==> src/hdl/pmte_hdr_placeholder_none.sv <==
`default_nettype none
`default_nettype wire

==> src/hdl/pmte_pkg.sv <==
`default_nettype none
package pmte_pkg;
    // register byte offsets on the apb bus
    localparam logic [7:0] OFF_COMMAND = 8'h00;
    localparam logic [7:0] OFF_DATA = 8'h04;
    localparam logic [7:0] OFF_STATUS = 8'h08;
    localparam logic [7:0] OFF_MODE = 8'h0C;
    localparam logic [7:0] OFF_SYNC = 8'h10;
    // field positions
    localparam int CMD_TASK_W = 4;
    localparam int SB_BUFFER_FREE_FLAG = 7;
    localparam int SB_IRQ = 6;
    localparam int SB_CHKERR = 5;
    localparam int SB_LINKDIR = 4;
    localparam int MODE_TX = 0;
    localparam int MODE_IRQEN = 1;
    // task codes, receive mode
    localparam logic [3:0] TASK_NULL = 4'h0;
    localparam logic [3:0] TASK_SEARCH_HEAD = 4'h1;
    localparam logic [3:0] TASK_READ_HEAD_RAW = 4'h2;
    localparam logic [3:0] TASK_READ_BLOCK = 4'h3;
    localparam logic [3:0] TASK_SEARCH_SYNC = 4'h4;
    localparam logic [3:0] TASK_READ_ONE_BYTE = 4'h5;
    localparam logic [3:0] TASK_LOAD_SYNC = 4'h6;
    localparam logic [3:0] TASK_RESET = 4'h7;
    localparam logic [3:0] TASK_SEARCH_HEAD_EXACT = 4'h9;
    localparam logic [3:0] TASK_READ_SHORT_BLOCK = 4'hB;
    localparam logic [3:0] TASK_SEARCH_SYNC_EXACT = 4'hC;
    // task codes, transmit mode
    localparam logic [3:0] TASK_SEND_HEAD = 4'h1;
    // bit counts of the tasks, buffer depth in bytes, sync bit error limit
    localparam logic [7:0] HEAD_BITS = 8'h18;
    localparam logic [7:0] BLOCK_BITS = 8'hF0;
    localparam logic [7:0] BLOCK_CRC_BITS = 8'hA0;
    localparam logic [7:0] SHORT_BITS = 8'h48;
    localparam logic [7:0] SHORT_CRC_BITS = 8'h30;
    localparam logic [7:0] BYTE_BITS = 8'h08;
    localparam logic [5:0] HEAD_TX_BITS = 6'h38;
    localparam logic [4:0] BUF_DEPTH = 5'h12;
    localparam logic [4:0] SYNC_MAX_ERR = 5'h01;
    // reset values and crc
    localparam logic [15:0] SYNC_RESET = 16'h0000;
    localparam logic [15:0] CRC_INIT = 16'hFFFF;
    localparam logic [15:0] CRC_POLY = 16'h1021;

    typedef enum logic [1:0] {
        PMTE_IDLE,
        PMTE_SEARCH,
        PMTE_RXBITS,
        PMTE_BUFLOAD
    } pmte_state_t;

    typedef struct packed {
        logic psel;
        logic penable;
        logic pwrite;
        logic [7:0] paddr;
        logic [31:0] pwdata;
    } pmte_apb_in_t;

    typedef struct packed {
        logic [31:0] prdata;
        logic pready;
        logic pslverr;
    } pmte_apb_out_t;
endpackage
`default_nettype wire

==> src/hdl/pmte_core.sv <==
// Function
// in transmit the host fills the buffer from byte 0, then writes the task
// writing a data task clears buffer_free_flag at once
// transmit data moves to the interleave shifter when it is empty
// buffer emptied sets buffer_free_flag and irq; pin low if enabled
// receive task waits for bits, fills buffer, sets buffer_free_flag and irq
// host reads of the data buffer return byte 0 then the following bytes
// host loads both sync pattern bytes before writing load_sync_pattern
// host issues load_sync_pattern only between received messages
// no_operation leaves the running task untouched
// search_frame_head matches the 16-bit sync with at most one bad bit
// after sync match, read 3 head bytes, keep data, flag fec errors
// on sync match link_direction_flag follows the 3 bits before it
// read_head_raw stores 3 raw bytes and flags fec mismatch
// read_block takes 240 bits, stores 18 bytes, flags crc failure
// read_short_block takes 72 bits, stores 4 bytes, flags crc failure; code stores all 9 bytes
// crc logic is re-initialised whenever a non-null task completes
// search_sync only sets flags and link direction on a match
// exact search variants demand all 16 sync bits to match
// read_one_byte packs 8 bits, earliest bit into bit 7
// load_sync_pattern takes byte 0 as msb half, byte 1 as lsb half
// send_frame_head takes 6 bytes and appends an 8-bit check byte
// send_frame_head sends byte 0 bit 7 first, check byte bit 0 last
// transmit data tasks take their payload from the data buffer
// the 4-bit task field selects tasks per mode; other codes reserved
// reset task ends any task, sets buffer_free_flag, leaves irq alone
// reserved codes change neither task nor status flags
`default_nettype none
module pmte_core (
    input wire logic i_sys_clk,                   // system clock
    input wire logic i_arst_n,                    // async reset, active low
    input wire pmte_pkg::pmte_apb_in_t i_apb,     // apb request
    output var pmte_pkg::pmte_apb_out_t o_apb,    // apb answer
    input wire logic i_rx_bit,                    // demodulated bit
    input wire logic i_rx_bit_valid,              // one-cycle bit strobe
    output logic o_tx_bit,                        // bit to modulator
    output logic o_tx_bit_valid,                  // tx bit present
    input wire logic i_tx_ready,                  // modulator takes bit
    output logic o_interrupt_request_low          // interrupt, active low
);
    import pmte_pkg::*;

    typedef struct packed {
        pmte_state_t st;
        logic [3:0] task_code;
        logic tx_mode;
        logic irq_en;
        logic buffer_free_flag;
        logic irq;
        logic chk_err;
        logic link_dir;
        logic irq_n;
        logic [15:0] sync;
        logic [18:0] hist;
        logic [7:0] cnt;
        logic [7:0] byte_sr;
        logic [15:0] crc;
        logic [BUF_DEPTH-1:0][7:0] dbuf;
        logic [4:0] wptr;
        logic [4:0] rptr;
        logic [55:0] txsh;
        logic [5:0] txcnt;
        logic tx_busy;
        pmte_apb_out_t apb;
    } pmte_regs_t;

    pmte_regs_t s;
    pmte_regs_t n;

    function automatic logic [4:0] mism_cnt(input logic [15:0] x);
        logic [4:0] k;
        k = '0;
        for (int i = 0; i < 16; i++) begin
            k = k + {4'h0, x[i]};
        end
        return k;
    endfunction

    function automatic logic [15:0] crc_step(input logic [15:0] c,
                                             input logic b);
        return {c[14:0], 1'b0} ^ ((c[15] ^ b) ? CRC_POLY : 16'h0000);
    endfunction

    // 8-bit check byte over the two head control bytes
    function automatic logic [7:0] head_fec(input logic [7:0] a,
                                            input logic [7:0] b);
        return a ^ {b[3:0], b[7:4]} ^ {a[0], a[7:1]};
    endfunction

    function automatic logic maj3(input logic [2:0] v);
        return (v[0] & v[1]) | (v[0] & v[2]) | (v[1] & v[2]);
    endfunction

    function automatic logic [7:0] rx_len(input logic [3:0] t);
        case (t)
            TASK_READ_BLOCK: return BLOCK_BITS;
            TASK_READ_SHORT_BLOCK: return SHORT_BITS;
            TASK_READ_ONE_BYTE: return BYTE_BITS;
            default: return HEAD_BITS;
        endcase
    endfunction

    function automatic logic [7:0] crc_len(input logic [3:0] t);
        case (t)
            TASK_READ_BLOCK: return BLOCK_CRC_BITS;
            TASK_READ_SHORT_BLOCK: return SHORT_CRC_BITS;
            default: return 8'h00;
        endcase
    endfunction

    function automatic logic data_task(input logic [3:0] t,
                                       input logic tx);
        if (tx) begin
            return t == TASK_SEND_HEAD;
        end
        case (t)
            TASK_SEARCH_HEAD, TASK_READ_HEAD_RAW, TASK_READ_BLOCK,
            TASK_SEARCH_SYNC, TASK_READ_ONE_BYTE, TASK_LOAD_SYNC,
            TASK_SEARCH_HEAD_EXACT, TASK_READ_SHORT_BLOCK,
            TASK_SEARCH_SYNC_EXACT: return 1'b1;
            default: return 1'b0;
        endcase
    endfunction

    function automatic logic addr_ok(input logic [7:0] a);
        return a == OFF_COMMAND || a == OFF_DATA || a == OFF_STATUS ||
               a == OFF_MODE || a == OFF_SYNC;
    endfunction

    logic setup;
    logic acc_rd;
    logic acc_wr;
    logic cmd_wr;
    logic [3:0] code;
    logic [18:0] hist_nx;
    logic exact;
    logic sync_only;
    logic match;
    logic [7:0] rx_byte;
    logic rx_done;
    logic [7:0] rd_byte;

    assign setup = i_apb.psel & ~i_apb.penable;
    assign acc_rd = i_apb.psel & i_apb.penable & s.apb.pready & ~i_apb.pwrite;
    assign acc_wr = i_apb.psel & i_apb.penable & s.apb.pready & i_apb.pwrite;
    assign cmd_wr = acc_wr && i_apb.paddr == OFF_COMMAND;
    assign code = i_apb.pwdata[CMD_TASK_W-1:0];
    assign hist_nx = {s.hist[17:0], i_rx_bit};
    assign exact = s.task_code == TASK_SEARCH_HEAD_EXACT ||
                   s.task_code == TASK_SEARCH_SYNC_EXACT;
    assign sync_only = s.task_code == TASK_SEARCH_SYNC ||
                       s.task_code == TASK_SEARCH_SYNC_EXACT;
    // tolerant search allows one bad bit, exact search none
    assign match = i_rx_bit_valid &&
                   mism_cnt(hist_nx[15:0] ^ s.sync) <=
                   (exact ? 5'h00 : SYNC_MAX_ERR);
    assign rx_byte = {s.byte_sr[6:0], i_rx_bit};
    assign rx_done = s.st == PMTE_RXBITS && i_rx_bit_valid &&
                     s.cnt + 8'h01 == rx_len(s.task_code);
    assign rd_byte = (s.rptr < BUF_DEPTH) ? s.dbuf[s.rptr] : 8'h00;

    always_comb begin
        logic fin;
        fin = 1'b0;
        n = s;
        // bus answer is registered: pready rises in the access phase
        n.apb.pready = setup;
        n.apb.pslverr = setup && !addr_ok(i_apb.paddr);
        n.apb.prdata = '0;
        if (setup && !i_apb.pwrite) begin
            case (i_apb.paddr)
                OFF_DATA: n.apb.prdata[7:0] = rd_byte;
                OFF_STATUS: begin
                    n.apb.prdata[SB_BUFFER_FREE_FLAG] = s.buffer_free_flag;
                    n.apb.prdata[SB_IRQ] = s.irq;
                    n.apb.prdata[SB_CHKERR] = s.chk_err;
                    n.apb.prdata[SB_LINKDIR] = s.link_dir;
                end
                OFF_MODE: begin
                    n.apb.prdata[MODE_TX] = s.tx_mode;
                    n.apb.prdata[MODE_IRQEN] = s.irq_en;
                end
                OFF_SYNC: n.apb.prdata[15:0] = s.sync;
                default: ;
            endcase
        end
        if (acc_rd && i_apb.paddr == OFF_DATA && s.rptr < BUF_DEPTH) begin
            n.rptr = s.rptr + 5'h01;
        end
        // status read clears irq; a set in the same cycle wins below
        if (acc_rd && i_apb.paddr == OFF_STATUS) begin
            n.irq = 1'b0;
        end
        if (s.tx_busy && i_tx_ready) begin
            n.txsh = {s.txsh[54:0], 1'b0};
            n.txcnt = s.txcnt - 6'h01;
            n.tx_busy = s.txcnt != 6'h01;
        end
        if (i_rx_bit_valid) begin
            n.hist = hist_nx;
        end
        case (s.st)
            PMTE_IDLE: ;
            PMTE_SEARCH: begin
                if (match) begin
                    n.link_dir = maj3(hist_nx[18:16]);
                    n.cnt = '0;
                    if (sync_only) begin
                        fin = 1'b1;
                    end else begin
                        n.st = PMTE_RXBITS;
                    end
                end
            end
            PMTE_RXBITS: begin
                if (i_rx_bit_valid) begin
                    n.byte_sr = rx_byte;
                    if (s.cnt < crc_len(s.task_code)) begin
                        n.crc = crc_step(s.crc, i_rx_bit);
                    end
                    if (s.cnt[2:0] == 3'h7 && s.cnt[7:3] < BUF_DEPTH) begin
                        n.dbuf[s.cnt[7:3]] = rx_byte;
                    end
                    n.cnt = s.cnt + 8'h01;
                end
                if (rx_done) begin
                    fin = 1'b1;
                    case (s.task_code)
                        TASK_READ_BLOCK, TASK_READ_SHORT_BLOCK:
                            n.chk_err = s.crc != 16'h0000;
                        TASK_READ_ONE_BYTE: ;
                        default: n.chk_err = rx_byte !=
                            head_fec(s.dbuf[0], s.dbuf[1]);
                    endcase
                end
            end
            PMTE_BUFLOAD: begin
                if (!s.tx_mode) begin
                    n.sync = {s.dbuf[0], s.dbuf[1]};
                    fin = 1'b1;
                end else if (!s.tx_busy) begin
                    n.txsh = {s.dbuf[0], s.dbuf[1], s.dbuf[2], s.dbuf[3],
                              s.dbuf[4], s.dbuf[5],
                              head_fec(s.dbuf[4], s.dbuf[5])};
                    n.txcnt = HEAD_TX_BITS;
                    n.tx_busy = 1'b1;
                    fin = 1'b1;
                end
            end
            default: n.st = PMTE_IDLE;
        endcase
        if (fin) begin
            n.buffer_free_flag = 1'b1;
            n.irq = 1'b1;
            n.st = PMTE_IDLE;
            n.crc = CRC_INIT;
            n.rptr = '0;
        end
        if (cmd_wr) begin
            if (code == TASK_RESET) begin
                n.st = PMTE_IDLE;
                n.irq = s.irq;
                n.buffer_free_flag = 1'b1;
                n.tx_busy = 1'b0;
                n.txcnt = '0;
                n.cnt = '0;
                n.crc = CRC_INIT;
            end else if (data_task(code, s.tx_mode)) begin
                n.task_code = code;
                n.buffer_free_flag = 1'b0;
                n.chk_err = 1'b0;
                n.cnt = '0;
                n.wptr = '0;
                n.rptr = '0;
                if (s.tx_mode || code == TASK_LOAD_SYNC) begin
                    n.st = PMTE_BUFLOAD;
                end else if (code == TASK_READ_HEAD_RAW ||
                             code == TASK_READ_BLOCK ||
                             code == TASK_READ_ONE_BYTE ||
                             code == TASK_READ_SHORT_BLOCK) begin
                    n.st = PMTE_RXBITS;
                end else begin
                    n.st = PMTE_SEARCH;
                end
            end
        end
        if (acc_wr && i_apb.paddr == OFF_DATA && s.wptr < BUF_DEPTH) begin
            n.dbuf[s.wptr] = i_apb.pwdata[7:0];
            n.wptr = s.wptr + 5'h01;
        end
        if (acc_wr && i_apb.paddr == OFF_MODE) begin
            n.tx_mode = i_apb.pwdata[MODE_TX];
            n.irq_en = i_apb.pwdata[MODE_IRQEN];
        end
        n.irq_n = ~(n.irq & n.irq_en);
    end

    always_ff @(posedge i_sys_clk or negedge i_arst_n) begin
        if (!i_arst_n) begin
            s <= '0;
            s.buffer_free_flag <= 1'b1;
            s.irq_n <= 1'b1;
            s.sync <= SYNC_RESET;
            s.crc <= CRC_INIT;
        end else begin
            s <= n;
        end
    end

    assign o_apb = s.apb;
    assign o_tx_bit = s.txsh[55];
    assign o_tx_bit_valid = s.tx_busy;
    assign o_interrupt_request_low = s.irq_n;
endmodule // pmte_core
`default_nettype wire

==> config.mk <==
export PLATFORM = sky130hd
export DESIGN_NAME = pmte_core
export DESIGN_NICKNAME = d
export VERILOG_FILES = /design/src/hdl/pmte_hdr_placeholder_none.sv /design/src/hdl/pmte_pkg.sv /design/src/hdl/pmte_core.sv
export SDC_FILE = /design/constraint.sdc
export NUM_CORES = 1
export LEC_CHECK = 0
export ABC_CLOCK_PERIOD_IN_PS = 9700
export BUFFER_PORTS_ARGS = -buffer_cell sky130_fd_sc_hd__buf_2
export CAP_MARGIN = 0
export CORE_ASPECT_RATIO = 1.75
export CORE_UTILIZATION = 50
export DETAILED_ROUTE_END_ITERATION = 8
export HOLD_SLACK_MARGIN = 0.12
export PLACE_DENSITY = 0.67
export SLEW_MARGIN = 10
export SYNTH_ARGS = -nofsm -noshare
export SYNTH_HDL_FRONTEND = slang
export SYNTH_SLANG_ARGS = --single-unit
==> constraint.sdc <==
create_clock -name i_sys_clk -period 9.7 [get_ports i_sys_clk]
set_clock_uncertainty 0.05 [all_clocks]
set_input_delay 1.94 -clock i_sys_clk [delete_from_list [all_inputs] [get_ports i_sys_clk]]
set_output_delay 1.94 -clock i_sys_clk [all_outputs]
set_load 0.01 [all_outputs]
Word-level counts from Yosys, hierarchy flattened. Memories as Yosys holds them, arrays and structs flattened. Index checks and enable logic that the tools add are counted.

Register bits after elaboration: 314. Memory bits (read-only): 16. Bits of input ports: 48. Logic and storage cells: 235. Memories kept: 1.

$add $sub $neg: 19. Magnitude comparators: 10. Equal/unequal tests: 25. Mux-type cells: 79. Bitwise logic cells: 23. Reduce and logical (&&, ||, !) cells: 38.

Memory list: (no name shown) (words 16, bits a word 1, read ports 1, clocked after memory_dff 0, wr ports 0, line pmte_core.sv:116) `case (t)`.

Operators by type and width (number): $bwmux 144 (2); $mux 63 (4); $mux 176 (1); $mux 160 (1); $mux 149 (1); $mux 144 (1); $mux 8 (11); $demux 8 s5 (2); $mux 16 (5); $add 5x1->5 (11); $bmux 8 s5 (1); $pmux 8 s2 (2); $xor 8x8->8 (4); $mux 10 (3); $pmux 8 s3 (1); $mux 1 (22); $eq 4x3->1 const B (5); $lt 5x6->1 const B (3); $eq 4x4->1 const B (4); $eq 8x4->1 const B (2); $logic_and 1x1->1 (16); $mux 2 (8); $reduce_bool 16->1 (1); $xor 16x13->16 (1); 45 further kinds (82).

Logic depth before layout (Yosys ltp).
Depth in word-level cells: 26. Depth in mapped cells: 17. Mapped depth without buffers: 15.

Least setup slack after synthesis. No wires, ideal clock.

Path kind: input-to-reg. Start: input i_rx_bit. End: register s[256] (netlist bit). Data arrival time: 6.544 ns. Slack: 3.040 ns. Stages: 17. Buffers on the path: 3. Cell sequence: clkbuf_1 -> clkbuf_1 -> xnor2_1 -> fa_1 -> fa_1 -> fa_1 -> inv_1 -> fa_1 -> ha_1 -> fa_1 -> nor4b_1 -> o21ai_0 -> nor3_1 -> nor2_1 -> o21bai_1 -> clkbuf_1 -> nand3b_1.

RTL lines: start: declaration (line pmte_core.sv:34) `input wire logic i_rx_bit,`; end signal: assignment (line pmte_core.sv:306) `s <= n;`; end: declaration (line pmte_core.sv:67) `pmte_regs_t s;`.

==> results.yml <==
synth:
  async_reset_ff_frac: 1.000
  ys.flop_type: "dfrtp_1"
  syn_area_um2: 17010
  ys_seq_area_frac: 0.4618
  ys_seq_elements: 313
  synthMuxAreaShare: 0.1815
  synth_edf_count: 0
  synth_top_family_by_area: "multiplexers"
  netlist_instances: 1649
  synth_xor_area_frac: 0.03604
  synth_compound_area_frac: 0.1056
  ys_warn_count: 0
  syn_area_per_cell_um2: 10.32
  synthAdderAreaFrac: 0.02795
  yosys.area_share.simple: 0.1363
  synth.distinct_cells: 73
finish:
  fin_util: 0.5434
  syn2layout_area_growth_pct: 7.436
  n_antenna_cell: 0
  stdcell_count: 2086
  nets: 1687
  drive_gt1_frac: 0.1490
floorplan:
  core_um2: 33630
  design.die.area_um2: 34790
  die_h_um: 246.0
  initial_utilization: 0.5058
  rows: 89
  ios: 85
  die_x_um: 141.4
placement:
  port_buffers: 44
  place.gp.congestion: 0.9233
  dp_hpwl_um: 30360
  dpl.cell_count: 2030
power_and_ir_drop:
  total_power_mw: 4.030
  p_per_area_nw_per_um2: 220.5
  ir_drop_mv: 0.1954
  p_leak_nw: 8.110
sta:
  fin_crit_ps: 6906
  worst_pin_slew_ps: 1019
  fin_setup_tns_ps: 0
  hold_viol_final: 0
  max_clock_freq_ghz: 0.1448
  timing.slew.headroom: 0.3143
  rsz0062_at_grt: "false"
  fin_crit_sh: 0.7119
  drv_slew: 0
  setup_viol: 0
setup_path:
  critical_path_arrival_ps: 7340
  end_kind: "flip-flop"
  r2r_cells: 14
  path_class: "input port to flip-flop"
  startpoint_type: "input port"
  path_max_fanout: 23
  r2r_end: "s[262]$_DFF_PN1_"
  r2r_start: "s[317]$_DFFE_PN0P_"
  regToRegSetupSlack_ps: 4030
  critPathRequiredTime_ps: 10130
clocking:
  cts_buffer_depth: 3
  htree_levels: 1
  path_clk_slew_ps: 60
  tritoncts: "yes"
  clock_sinks: 313
  clockRootBuffer: "clkbuf_16"
  postCtsHoldBufs: 0
  ctsResizeCount: 0
  post_cts_buffers: 0
  cts_buffers: 30
  clock_latency_ps: 580
drt:
  first_iter_violations: 929
  via_count: 12400
  dr.pass1.iters: 7
  drc: 0
  final_antenna_net_count: 0
  wirelength_um: 44340
  routed_via_density: 5.944
  routedWlPerCell_um: 21.25
hold_path:
  hold_class: "flip-flop to flip-flop"
  worstHoldEndpoint: "s[69]$_DFF_PN0_"
  worstHoldStart: "s[69]$_DFF_PN0_"
  hold_depth: 2
grt:
  grt_pass1_wl_um: 69100
  antenna_found_initial: 0
  grt_pass1_vias: 12040
  gr-usage-all-layers: 0.2601
  overflow: 0
  grt_start_max_net_pins: 157
outcome:
  status: "completed"
run:
  cap_viol_max_count: 0
-- cell families after synthesis --
logic type | count (synthesis)
flip-flops | 313
other | 1
AND/OR/NAND/NOR | 486
AO/OA/AOI/OAI | 310
XOR/XNOR | 70
multiplexers | 261
adder cells (fa/ha/maj) | 32
buffers and inverters | 176
-- report_power, final --
group          internal (mW)  switching [mW]
combinational          0.472           0.728
clock                  0.687           0.527
sequential              1.48           0.141
total                   2.63            1.40
-- final cells by class --
class,instances,area [um2]
clock buffer,36,823.3
clock inverter,20,197.7
fill,2992,15350
inverter,24,90.09
multi-input combinational,1175,8353
sequential,313,7856
tap,455,569.3
timing repair buffer,63,385.4
-- state kept, by name, summed over array words and instances (netlist names) --
signal and cells:
hist_nx 18, o_apb 18, o_interrupt_request_low 1, o_tx_bit 1
o_tx_bit_valid 1, rx_byte 7, s 267
-- layout by cell type, fill, tap and decap left out, types with 4 or more instances in the layout --
cell	count
dfrtp_1	294
nor2_1	281
a21oi_1	179
mux2i_1	179
o22ai_1	63
mux2_2	49
xnor2_1	46
buf_2	43
nand2_1	38
nand3_1	34
mux4_2	33
clkbuf_16	30
xor2_1	24
inv_1	24
ha_1	22
nand3b_1	19
dfstp_2	18
buf_4	18
o21ai_0	17
conb_1	16
nor3_1	13
and2_1	13
clkinv_2	12
nor2b_1	11
nor3b_1	10
fa_1	10
nand2b_1	9
a22oi_1	9
nor4_1	8
nor2_2	7
nand4_1	6
and3_1	5
o31ai_1	5
clkbuf_8	5
or3_1	4
a211o_1	4
-- per-stage QoR --
step,area [um2],hold slack [ps],setup slack (ps)
floorplan,17070,397.1,3040
global placement,17250,425.0,2258
detailed placement,17250,437.7,2178
CTS,18280,453.1,2763
global route,18280,471.6,2415
finish,18280,453.1,2794
-- routing by layer --
metal / GRT usage / wire (um)
met2: 0.4722 / 23270
met4: 0.1632 / 2851
met3: 0.02274 / 1727
met1: 0.2920 / 16490
met5: 0 / 0
-- how the worst max path moves through the flow --
stage             start                to  slack [ps]  cells after the start
2_1_floorplan  i_rx_bit  s[256]$_DFF_PN1_        3040                     17
3_3_place_gp   i_rx_bit  s[266]$_DFF_PN1_        2260                     15
3_5_place_dp   i_rx_bit  s[262]$_DFF_PN1_        2180                     15
4_1_cts        i_rx_bit  s[262]$_DFF_PN1_        2760                     15
5_1_grt        i_rx_bit  s[261]$_DFF_PN1_        2420                     15
6_report       i_rx_bit  s[262]$_DFF_PN1_        2790                     15
-- cell usage after synthesis, types with 3 or more instances --
cell type | instances | area [um2]
a22oi_1 | 9 | 67.56
o311ai_0 | 3 | 26.28
nor3b_1 | 10 | 75.07
and2_1 | 13 | 81.33
mux2i_1 | 179 | 1792
a211o_1 | 4 | 35.03
nand2b_1 | 9 | 56.30
buf_4 | 37 | 277.8
a31o_2 | 3 | 26.28
clkbuf_1 | 74 | 277.8
o21ai_0 | 17 | 85.08
nand2_1 | 39 | 146.4
fa_1 | 10 | 200.2
nand3b_1 | 19 | 142.6
or2_2 | 3 | 18.77
nand4b_1 | 3 | 26.28
or4_1 | 3 | 22.52
nor2b_1 | 11 | 68.82
or3_1 | 4 | 25.02
o22ai_1 | 63 | 394.1
a21oi_1 | 179 | 895.9
ha_1 | 22 | 275.3
buf_6 | 4 | 45.04
buf_2 | 23 | 115.1
nor3_1 | 13 | 65.06
inv_1 | 24 | 90.09
dfrtp_1 | 295 | 7382
nand4_1 | 6 | 37.54
o31ai_1 | 5 | 37.54
buf_1 | 12 | 45.04
nand3_1 | 34 | 170.2
a211oi_1 | 3 | 22.52
nor2_2 | 7 | 43.79
xnor2_1 | 46 | 402.9
nor4_1 | 8 | 50.05
xor2_1 | 24 | 210.2
and3_1 | 5 | 31.28
dfstp_2 | 18 | 473.0
mux2_2 | 49 | 551.8
mux4_2 | 33 | 743.2
nor2_1 | 281 | 1055
-- worst max-delay path: stages --
cell      delay (ps)
buf_2            460
xnor2_1          200
fa_1             460
fa_1             460
fa_1             490
inv_1             50
fa_1             450
ha_1             240
fa_1             490
nor4b_1          310
o21ai_0          290
nor3_1           380
nor2_1           140
o21bai_1         730
nand3b_1         210
Note: power is estimated with default switching activity, not from simulation.
